**src/hdl/clock_status_pkg.sv**
```systemverilog
// Constants shared by the clock status and frequency step pin logic.
// Assumes one 20 MHz clock and pins synchronous to it.
// How it works
// - The unlock flag output is high while the PLL is locked and low while it is out of lock.
// - Each of the four clock inputs has its own active-low loss output that goes low when that input loses activity.
// - The reference loss output goes low when the crystal or oscillator reference loses its signal.
// - A step-up pulse raises the selected output frequency by one configured step.
// - A step-down pulse lowers the selected output frequency by one configured step.
// - The stepped output and the step size come from configuration inputs, not fixed values.
// - In manual pin mode the active input is picked from the two select pins.
package clock_status_pkg;

   // ==========================================================
   // Sizes and reset values
   localparam int          NUM_INPUTS    = 4;
   localparam int          NUM_OUTPUTS   = 12;
   localparam int          SEL_W         = 2;
   localparam int          OUT_SEL_W     = 4;
   localparam int          FREQ_W        = 32;
   localparam logic [1:0]  SEL_RESET     = 2'h0;
   localparam logic [31:0] FREQ_RESET    = 32'h0000_0000;

   // ==========================================================
   // Step request decode
   typedef enum logic [1:0] {
      STEP_NONE = 2'b00,
      STEP_UP   = 2'b01,
      STEP_DOWN = 2'b10
   } step_kind_t;

endpackage

```
**src/hdl/clock_status_pins.sv**
```systemverilog
// Status outputs, frequency step pins and manual input select of the clock generator.
// Assumes status levels and pins are synchronous to clock_i; analog detectors lie outside.
`timescale 1ns/1ns
module clock_status_pins #(
   parameter int NUM_OUTPUTS = clock_status_pkg::NUM_OUTPUTS,
   parameter int FREQ_W      = clock_status_pkg::FREQ_W
) (
   input  wire logic                                    clock_i,
   input  wire logic                                    resetn_i,
   input  wire logic                                    pll_locked_i,
   input  wire logic [clock_status_pkg::NUM_INPUTS-1:0] input_active_i,
   input  wire logic                                    reference_active_i,
   input  wire logic                                    freq_step_up_i,
   input  wire logic                                    freq_step_down_i,
   input  wire logic [clock_status_pkg::OUT_SEL_W-1:0]  step_output_sel_i,
   input  wire logic [FREQ_W-1:0]                       step_size_i,
   input  wire logic                                    manual_select_mode_i,
   input  wire logic [clock_status_pkg::SEL_W-1:0]      input_select_i,
   output logic                                         pll_unlock_flag_n_o,
   output logic                                         input0_signal_loss_n_o,
   output logic                                         input1_signal_loss_n_o,
   output logic                                         input2_signal_loss_n_o,
   output logic                                         input3_signal_loss_n_o,
   output logic                                         reference_signal_loss_n_o,
   output logic [clock_status_pkg::SEL_W-1:0]           active_input_o,
   output logic [NUM_OUTPUTS*FREQ_W-1:0]                freq_offset_o,
   output logic                                         step_done_o
);

   logic                                     rst_meta_q;
   logic                                     rst_n_q;
   logic                                     up_pulse;
   logic                                     down_pulse;
   clock_status_pkg::step_kind_t             step_kind;
   logic [clock_status_pkg::NUM_INPUTS-1:0]  loss_n_q;
   logic [FREQ_W-1:0]                        offset_q [NUM_OUTPUTS];
   logic                                     checks_live_q;

   // ==========================================================
   // Output select decode
   // Select codes past the last output match nothing, so they step nothing
   function automatic logic targets_output(input logic [clock_status_pkg::OUT_SEL_W-1:0] sel, input int idx);
      return sel == clock_status_pkg::OUT_SEL_W'(idx);
   endfunction

   // ==========================================================
   // Reset release through two flip-flops
   // Only the second flop feeds the design, so release is never metastable
   always_ff @(posedge clock_i or negedge resetn_i) begin
      if (!resetn_i) begin
         rst_meta_q <= 1'b0;
         rst_n_q    <= 1'b0;
      end else begin
         rst_meta_q <= 1'b1;
         rst_n_q    <= rst_meta_q;
      end
   end

   // ==========================================================
   // Status flags, one register per concern
   // Reset value low, so every flag reads as a fault until its first sample
   // Lock flag: high while locked, low while out of lock
   always_ff @(posedge clock_i or negedge rst_n_q) begin
      if (!rst_n_q) begin
         pll_unlock_flag_n_o <= 1'b0;
      end else begin
         pll_unlock_flag_n_o <= pll_locked_i;
      end
   end

   // Per-input loss flags, low when an input goes quiet
   always_ff @(posedge clock_i or negedge rst_n_q) begin
      if (!rst_n_q) begin
         loss_n_q <= '0;
      end else begin
         loss_n_q <= input_active_i;
      end
   end

   // Reference loss flag, low when the crystal side goes quiet
   always_ff @(posedge clock_i or negedge rst_n_q) begin
      if (!rst_n_q) begin
         reference_signal_loss_n_o <= 1'b0;
      end else begin
         reference_signal_loss_n_o <= reference_active_i;
      end
   end

   assign input0_signal_loss_n_o = loss_n_q[0];
   assign input1_signal_loss_n_o = loss_n_q[1];
   assign input2_signal_loss_n_o = loss_n_q[2];
   assign input3_signal_loss_n_o = loss_n_q[3];

   // ==========================================================
   // Manual input select; held value otherwise
   // Leaving manual mode keeps the last pin choice
   always_ff @(posedge clock_i or negedge rst_n_q) begin
      if (!rst_n_q) begin
         active_input_o <= clock_status_pkg::SEL_RESET;
      end else if (manual_select_mode_i) begin
         active_input_o <= input_select_i;
      end
   end

   // ==========================================================
   // Step pin edges, one step per pulse
   // Edge history resets low, the idle level of the pulled-down pins
   step_edge_detect u_step_edge_detect_up (
      .clock_i (clock_i),
      .rst_n_i (rst_n_q),
      .level_i (freq_step_up_i),
      .pulse_o (up_pulse)
   );

   step_edge_detect u_step_edge_detect_down (
      .clock_i (clock_i),
      .rst_n_i (rst_n_q),
      .level_i (freq_step_down_i),
      .pulse_o (down_pulse)
   );

   // Simultaneous up and down cancel out
   always_comb begin
      unique case ({down_pulse, up_pulse})
         2'b01:   step_kind = clock_status_pkg::STEP_UP;
         2'b10:   step_kind = clock_status_pkg::STEP_DOWN;
         default: step_kind = clock_status_pkg::STEP_NONE;
      endcase
   end

   // ==========================================================
   // Per-output frequency offset accumulators
   // Offsets are two's complement and wrap at the register width
   for (genvar g = 0; g < NUM_OUTPUTS; g++) begin : g_out
      always_ff @(posedge clock_i or negedge rst_n_q) begin
         if (!rst_n_q) begin
            offset_q[g] <= clock_status_pkg::FREQ_RESET[FREQ_W-1:0];
         end else if (targets_output(step_output_sel_i, g)) begin
            if (step_kind == clock_status_pkg::STEP_UP) begin
               offset_q[g] <= offset_q[g] + step_size_i;
            end else if (step_kind == clock_status_pkg::STEP_DOWN) begin
               offset_q[g] <= offset_q[g] - step_size_i;
            end
         end
      end
      assign freq_offset_o[g*FREQ_W +: FREQ_W] = offset_q[g];
   end

   // Step acknowledge pulse
   // Also pulses for a select past the last output, which steps nothing
   always_ff @(posedge clock_i or negedge rst_n_q) begin
      if (!rst_n_q) begin
         step_done_o <= 1'b0;
      end else begin
         step_done_o <= (step_kind != clock_status_pkg::STEP_NONE);
      end
   end

   // ==========================================================
   // Checks
   // Clocked on clock_i and cut off while the internal reset is low
   // Level checks start one edge after reset ends, once each flag holds a real sample
   always_ff @(posedge clock_i or negedge rst_n_q) begin
      if (!rst_n_q) begin
         checks_live_q <= 1'b0;
      end else begin
         checks_live_q <= 1'b1;
      end
   end

   a_unlock_follows_lock: assert property (@(posedge clock_i) disable iff (!checks_live_q)
      pll_unlock_flag_n_o == $past(pll_locked_i)) else $error("unlock flag wrong");
   a_input_loss_follows: assert property (@(posedge clock_i) disable iff (!rst_n_q)
      !$past(input_active_i[0]) |-> !input0_signal_loss_n_o) else $error("input loss missed");
   a_ref_loss_follows: assert property (@(posedge clock_i) disable iff (!rst_n_q)
      !$past(reference_active_i) |-> !reference_signal_loss_n_o) else $error("ref loss missed");
   a_step_up_adds: assert property (@(posedge clock_i) disable iff (!rst_n_q)
      (step_kind == clock_status_pkg::STEP_UP && step_output_sel_i == 4'h0)
      |=> offset_q[0] == $past(offset_q[0]) + $past(step_size_i)) else $error("step up wrong");
   a_step_down_subs: assert property (@(posedge clock_i) disable iff (!rst_n_q)
      (step_kind == clock_status_pkg::STEP_DOWN && step_output_sel_i == 4'h0)
      |=> offset_q[0] == $past(offset_q[0]) - $past(step_size_i)) else $error("step down wrong");
   a_unselected_holds: assert property (@(posedge clock_i) disable iff (!rst_n_q)
      step_output_sel_i != 4'h1 |=> offset_q[1] == $past(offset_q[1])) else $error("wrong output stepped");
   a_manual_select: assert property (@(posedge clock_i) disable iff (!rst_n_q)
      manual_select_mode_i |=> active_input_o == $past(input_select_i)) else $error("select wrong");
   a_one_step_pulse: assert property (@(posedge clock_i) disable iff (!rst_n_q)
      freq_step_up_i [*2] |-> !up_pulse) else $error("held pin stepped twice");

   // Every loss flag follows its own input in both directions
   for (genvar c = 0; c < clock_status_pkg::NUM_INPUTS; c++) begin : g_loss_chk
      a_loss_level_each: assert property (@(posedge clock_i) disable iff (!checks_live_q)
         loss_n_q[c] == $past(input_active_i[c])) else $error("input loss flag wrong");
   end
   a_ref_loss_level: assert property (@(posedge clock_i) disable iff (!checks_live_q)
      reference_signal_loss_n_o == $past(reference_active_i)) else $error("reference flag wrong");
   a_select_holds: assert property (@(posedge clock_i) disable iff (!rst_n_q)
      !manual_select_mode_i |=> $stable(active_input_o)) else $error("select moved in auto mode");

   // Each accumulator moves by the configured size only when it is the target
   for (genvar k = 0; k < NUM_OUTPUTS; k++) begin : g_offset_chk
      a_target_steps_up: assert property (@(posedge clock_i) disable iff (!rst_n_q)
         (step_kind == clock_status_pkg::STEP_UP && step_output_sel_i == 4'(k))
         |=> offset_q[k] == $past(offset_q[k]) + $past(step_size_i)) else $error("output step up wrong");
      a_target_steps_down: assert property (@(posedge clock_i) disable iff (!rst_n_q)
         (step_kind == clock_status_pkg::STEP_DOWN && step_output_sel_i == 4'(k))
         |=> offset_q[k] == $past(offset_q[k]) - $past(step_size_i)) else $error("output step down wrong");
      a_other_holds: assert property (@(posedge clock_i) disable iff (!rst_n_q)
         step_output_sel_i != 4'(k) |=> $stable(offset_q[k])) else $error("untargeted output moved");
   end

   // ==========================================================
   // Acknowledge and pulse checks
   a_cancel_holds: assert property (@(posedge clock_i) disable iff (!rst_n_q)
      (up_pulse && down_pulse) |=> $stable(offset_q[0]) && !step_done_o) else $error("cancelled pair stepped");
   a_done_on_step: assert property (@(posedge clock_i) disable iff (!rst_n_q)
      (up_pulse ^ down_pulse) |=> step_done_o) else $error("step not acknowledged");
   a_done_needs_step: assert property (@(posedge clock_i) disable iff (!rst_n_q)
      !(up_pulse ^ down_pulse) |=> !step_done_o) else $error("acknowledge without step");
   a_one_down_pulse: assert property (@(posedge clock_i) disable iff (!rst_n_q)
      freq_step_down_i [*2] |-> !down_pulse) else $error("held down pin stepped twice");

endmodule // clock_status_pins

```
**src/hdl/step_edge_detect.sv**
```systemverilog
// Rising edge detector for one step request pin.
// Assumes the pin is synchronous to clock_i.
`timescale 1ns/1ns
module step_edge_detect (
   input  wire logic clock_i,
   input  wire logic rst_n_i,
   input  wire logic level_i,
   output logic      pulse_o
);

   logic level_q;

   // ==========================================================
   // One pulse per low-to-high transition
   always_ff @(posedge clock_i or negedge rst_n_i) begin
      if (!rst_n_i) begin
         level_q <= 1'b0;
      end else begin
         level_q <= level_i;
      end
   end

   assign pulse_o = level_i & ~level_q;

endmodule // step_edge_detect

```
**config.mk**
```make
export PLATFORM = sky130hd
export DESIGN_NAME = clock_status_pins
export DESIGN_NICKNAME = d
export VERILOG_FILES = /design/src/hdl/clock_status_pkg.sv /design/src/hdl/clock_status_pins.sv /design/src/hdl/step_edge_detect.sv
export SDC_FILE = /design/constraint.sdc
export NUM_CORES = 2
export LEC_CHECK = 0
export BUFFER_PORTS_ARGS = -buffer_cell sky130_fd_sc_hd__buf_2
export CAP_MARGIN = 20
export CORE_ASPECT_RATIO = 0.9
export CORE_MARGIN = 10
export CORE_UTILIZATION = 30
export DETAILED_ROUTE_END_ITERATION = 12
export PLACE_DENSITY = 0.56
export SLEW_MARGIN = 20
export SYNTH_ARGS = -nofsm -noshare
export SYNTH_HDL_FRONTEND = slang
export SYNTH_SLANG_ARGS = --single-unit
```
**constraint.sdc**
```tcl
create_clock -name clock_i -period 14.1 [get_ports clock_i]
set_input_delay 0.705 -clock clock_i [delete_from_list [all_inputs] [get_ports clock_i]]
set_output_delay 0.705 -clock clock_i [all_outputs]
set_load 0.1 [all_outputs]
```
* Word level (Yosys, flattened, before mapping)
Cells that the tools add are included.
** Storage, ports and cells
- Flip-flop bits (word level) :: 397
- Input port bits :: 49
- Word-level logic and storage cells :: 104
** Operators by class
- Add/sub/neg operators :: 24
- Equality and inequality tests :: 15
- Multiplexer cells :: 25
- Bitwise logic cells :: 4
- Reductions and logical operators :: 15
** Operators with widths (number)
- 32-bit two-way mux :: 24
- 32-bit adder :: 12
- 32-bit subtractor :: 12
- 2-bit AND reduction :: 12
- 4-bit by 3-bit == test with 1-bit output (second input constant) :: 4
- 4-bit == test (second input constant) :: 4
- 4-bit by 2-bit == test with 1-bit output (second input constant) :: 2
- 2-bit by 1-bit == test with 1-bit output (second input constant) :: 2
- 2-bit == test (second input constant) :: 2
- 4-bit by 1-bit == test with 1-bit output (second input constant) :: 1
- 4-bit zero test :: 1
- 2-bit case mux with 2 select lines :: 1
- 2-bit nonzero test :: 2
- 1-bit AND :: 2
- 1-bit inverter :: 2

* Logic depth before layout (Yosys ltp)
- Word-level depth :: 7
- Depth in mapped cells :: 19
- Gate-level depth less buffers :: 19

* Hierarchy
Synthesis repeated with hierarchy kept, for this count alone.
** Second synthesis, totals
- Cells, all modules :: 3927
- Area, all modules :: 33903.8 µm²
** Modules (own cells, without submodules)
- clock_status_pins :: times used 1, cells an instance 3923, area an instance 33826.2 µm², sequential area each 9884.5 µm²
- step_edge_detect :: times used 2, cells an instance 2, area an instance 38.8 µm², sequential area each 25.0 µm²

* Least setup slack after synthesis
No wires, ideal clock.
- Path type :: input to register
- Start point :: input step_size_i[2]
- End point :: register offset_q (netlist bit freq_offset_o[28])
- Setup time :: 0.136 ns
- Data arrival time :: 5.075 ns
- Path slack :: 8.889 ns
- Stages on the path :: 15
- Cell sequence :: or4_4 > nor3b_1 > a21oi_1 > xor2_1 > ha_1 > and3_1 > a31o_2 > a21oi_1 > o21ai_0 > a21oi_1 > o21ai_0 > a31oi_1 > nor2_1 > a2111oi_0 > o31ai_1
** On the way
- Cells in the longest elaborated chain, start to end :: 3
- Elaborated cells between the ends (all ways) :: 4
- Classes of those cells :: add/sub: 2; mux: 2
** RTL lines
- start: declaration :: RTL line clock_status_pins.sv:16 : input wire logic [FREQ_W-1:0] step_size_i,
- 32-bit subtractor :: RTL line clock_status_pins.sv:142 : offset_q[g] <= offset_q[g] - step_size_i;
- 32-bit two-way mux :: RTL line clock_status_pins.sv:141 : end else if (step_kind == clock_status_pkg::STEP_DOWN) begin
- 32-bit two-way mux (*) :: RTL line clock_status_pins.sv:139 : if (step_kind == clock_status_pkg::STEP_UP) begin
- end signal: indexed assignment :: RTL line clock_status_pins.sv:137 : offset_q[g] <= clock_status_pkg::FREQ_RESET[FREQ_W-1:0];
- end signal: indexed assignment :: RTL line clock_status_pins.sv:140 : offset_q[g] <= offset_q[g] + step_size_i;
- end signal: indexed assignment :: RTL line clock_status_pins.sv:142
- end: declaration :: RTL line clock_status_pins.sv:36 : logic [FREQ_W-1:0] offset_q [NUM_OUTPUTS];
Mark *: on every way between the ends. The rest lies on a longest branch, timed or not. The select of a mux whose other input is x is not followed.
A chain may end at the register's enable or synchronous reset.

* Worst setup path in the final report
- Start point :: input step_size_i[2]
- End point :: register offset_q (netlist bit freq_offset_o[222])
Same word-level chain as after synthesis.

==> results.yml <==
global_routing:
  grt_pass1_vias: 28800
  grt_overflow_total: 0
  antenna_found_initial: 16
  grt_max_degree: 122
  grt_pass1_wl_um: 191000
  track_usage: 0.202
sta:
  fin_skew_ns: 0.0240
  finalSetupViolCount: 0
  hold_viol: 0
  worst_pin_slew_ns: 1.13
  rsz0062_at_grt: "no"
  fmax_ghz: 0.190
  fin_crit_ns: 5.25
  tns_ns: 0
  slew-limit-headroom: 0.246
  fin_crit_sh: 0.373
  drv_slew: 0
setup_path:
  end_kind: "register"
  path_class: "in -> reg"
  critical_path_buf_inv_count: 2
  max_stage_delay_ns: 0.57
  required_ns: 14.65
  startpoint_type: "primary input"
  slowest_stage: "or4_4"
  cp_max_fo: 14
  worstPathCellList: "buf_2 > or4_4 > nor3b_1 > nand2_1 > nor2_1 > a21oi_1 > xor2_4 > buf_4 > ha_1 > a21o_1 > a21o_1 > nand4b_1 > nand3_1 > a41oi_1 > nor4_1 > a21oi_1 > nor4bb_1 > or3_1"
  critPathTopFamily: "simple AND/OR/NAND/NOR gates"
  cp.arrival_ns: 5.80
logic_synthesis:
  synth.top_cell.area_share: 0.299
  synth_area_leader_cell: "dfrtp_1"
  synthTopCellsByArea: "dfrtp_1, ha_1, o21ai_0, nand2_1, xor2_1"
  yosysMostFrequentCell: "nand2_1"
  ys_seq_area_frac: 0.299
  syn_nets: 4357
  ys.warnings.count: 0
  synth_top_family_by_area: "compound AO/OA/AOI/OAI gates"
  synth_area_per_cell_um2: 8.67
  synth-edff-count: 0
  yosys-top-cells-count: "nand2_1, o21ai_0, ha_1"
  synthAdderAreaFrac: 0.179
  synthArstFlopShare: 1.00
  ys_seq_elements: 397
  muxShareOfSynthArea: 0.0114
  synth_compound_area_frac: 0.249
  ys.flop_type: "dfrtp_1"
  synth_xor_area_frac: 0.0984
  synthCells: 3838
  netlist_area_mm2: 0.0333
  yosys.area_share.simple: 0.142
  synth_cell_types: 86
clock_tree:
  root_buffer: "clkbuf_16"
  clk_pin_slew_ns: 0.06
  cts.sinks: 397
  cts_tree: "yes"
  postCtsResizedCells: 0
  cts.path.max_buffers: 3
  cts_buffers: 55
  cts-htree-levels: 2
  clock_latency_ns: 0.68
routing:
  dr.pass1.iters: 5
  viasPerCell: 5.21
  drt_iter0_drc: 2189
  num_vias: 30200
  drt-total-wl_um: 130000
  antenna_left: 0
  drcViolationCount: 0
  wl_per_cell_um: 22.5
hold_path:
  hp-class: "in -> reg"
placement:
  detailedPlacementHpwl_um: 98100
  portBuffers: 441
  gp_congestion: 0.881
final_layout:
  fin_nets: 4794
  layout-drive-gt1-share: 0.161
  areaGrowthSynthToFinish_pct: 19.4
floorplanning:
  design.die.area_mm2: 0.125
  die_h_um: 336
  die_w_um: 371
  core_area_mm2: 0.110
  start_util: 0.303
  ios: 442
  fp-row-count: 115
job:
  maxCapViolCount: 0
status:
  status: "completed"
## metal layers
| layer | vias up | GRT usage | part of all wire |
|---|---|---|---|
| met5 | - | 0 | 0.00083 |
| met4 | 16 | 0.0381 | 0.015 |
| li1 | 14900 | - | - |
| met2 | 802 | 0.303 | 0.42 |
| met3 | 110 | 0.0645 | 0.084 |
| met1 | 14300 | 0.284 | 0.48 |
## registers in the layout (all words and copies together), names as in the netlist
name / count
step_done_o: 1
u_step_edge_detect_up.level_q: 1
loss_n_q: 4
reference_signal_loss_n_o: 1
pll_unlock_flag_n_o: 1
rst_meta_q: 1
rst_n_q: 1
u_step_edge_detect_down.level_q: 1
freq_offset_o: 384
active_input_o: 2
## what timing repair did
action / 4_1_cts / 5_1_grt
setup buffers: 0 / 0
hold buffers: 1 / 0
hold endpoints to repair: 2 / 0
## path summary, 6_finish.rpt
kind	start	end	slack [ns]	cells after the start
setup / recovery	step_size_i[2]	freq_offset_o[222]	8.85	18
hold / removal	reference_active_i	reference_signal_loss_n_o	0.14	1
setup reg to reg	u_step_edge_detect_up.level_q	freq_offset_o[223]	8.88	16
hold reg to reg	rst_n_q	freq_offset_o[41]	0.32	0
max in group asynchronous	rst_n_q	freq_offset_o[231]	10.86	3
min in group asynchronous	rst_n_q	freq_offset_o[41]	0.32	0
## cell type report
| class | instances | area, µm² |
|---|---|---|
| fill | 11400 | 69900 |
| multi-input combinational | 3262 | 23100 |
| sequential | 397 | 9940 |
| timing repair buffer | 488 | 2570 |
| tap | 1462 | 1830 |
| clock buffer | 72 | 1510 |
| clock inverter | 27 | 434 |
| inverter | 71 | 267 |
| antenna | 7 | 17.5 |
## cell usage in the layout (no fill, tap or decap), types with 43 or more instances in the layout
cell type  synthesis  layout
o21ai_0          462     462
nor2_1           168     168
nand4_1           43      43
nand3_1           59      55
inv_1             71      71
nand2_1          547     541
ha_1             458     458
o21bai_1          44      44
buf_2              3     441
xor2_1           209     188
xnor2_1          163     154
a21o_1           233     233
a21oi_1          319     319
a31oi_1           52      52
clkbuf_16          0      55
dfrtp_1          397     396
buf_4              0      45
## metrics by stage
| stage | std cells | hold WS (ns) | worst slack (ns) | area [µm²] | utilization |
|---|---|---|---|---|---|
| 2_1_floorplan | 3838 | 0.331 | 2.22 | 33300 | - |
| 3_3_place_gp | 5679 | 0.333 | 8.19 | 37700 | 0.344 |
| 3_5_place_dp | 5679 | 0.339 | 8.13 | 37700 | 0.344 |
| 4_1_cts | 5779 | 0.0913 | 8.86 | 39700 | 0.362 |
| 5_1_grt | 5779 | 0.118 | 8.34 | 39700 | 0.362 |
| 6_report | 5786 | 0.145 | 8.85 | 39700 | 0.362 |
## cells by family (layout without fill, tap and decap cells)
kind of cell / Yosys count / in the layout
compound gates: 1345 / 1345
xor+xnor: 373 / 373
fa+ha+maj: 470 / 470
buf+inv: 179 / 658
flops: 397 / 397
mux: 34 / 34
other cells: 1 / 8
simple gates: 1039 / 1039
Power is left out: the tool's default activity adds up to more than one toggle a clock period on the data nets, which glitch-free logic cannot reach.
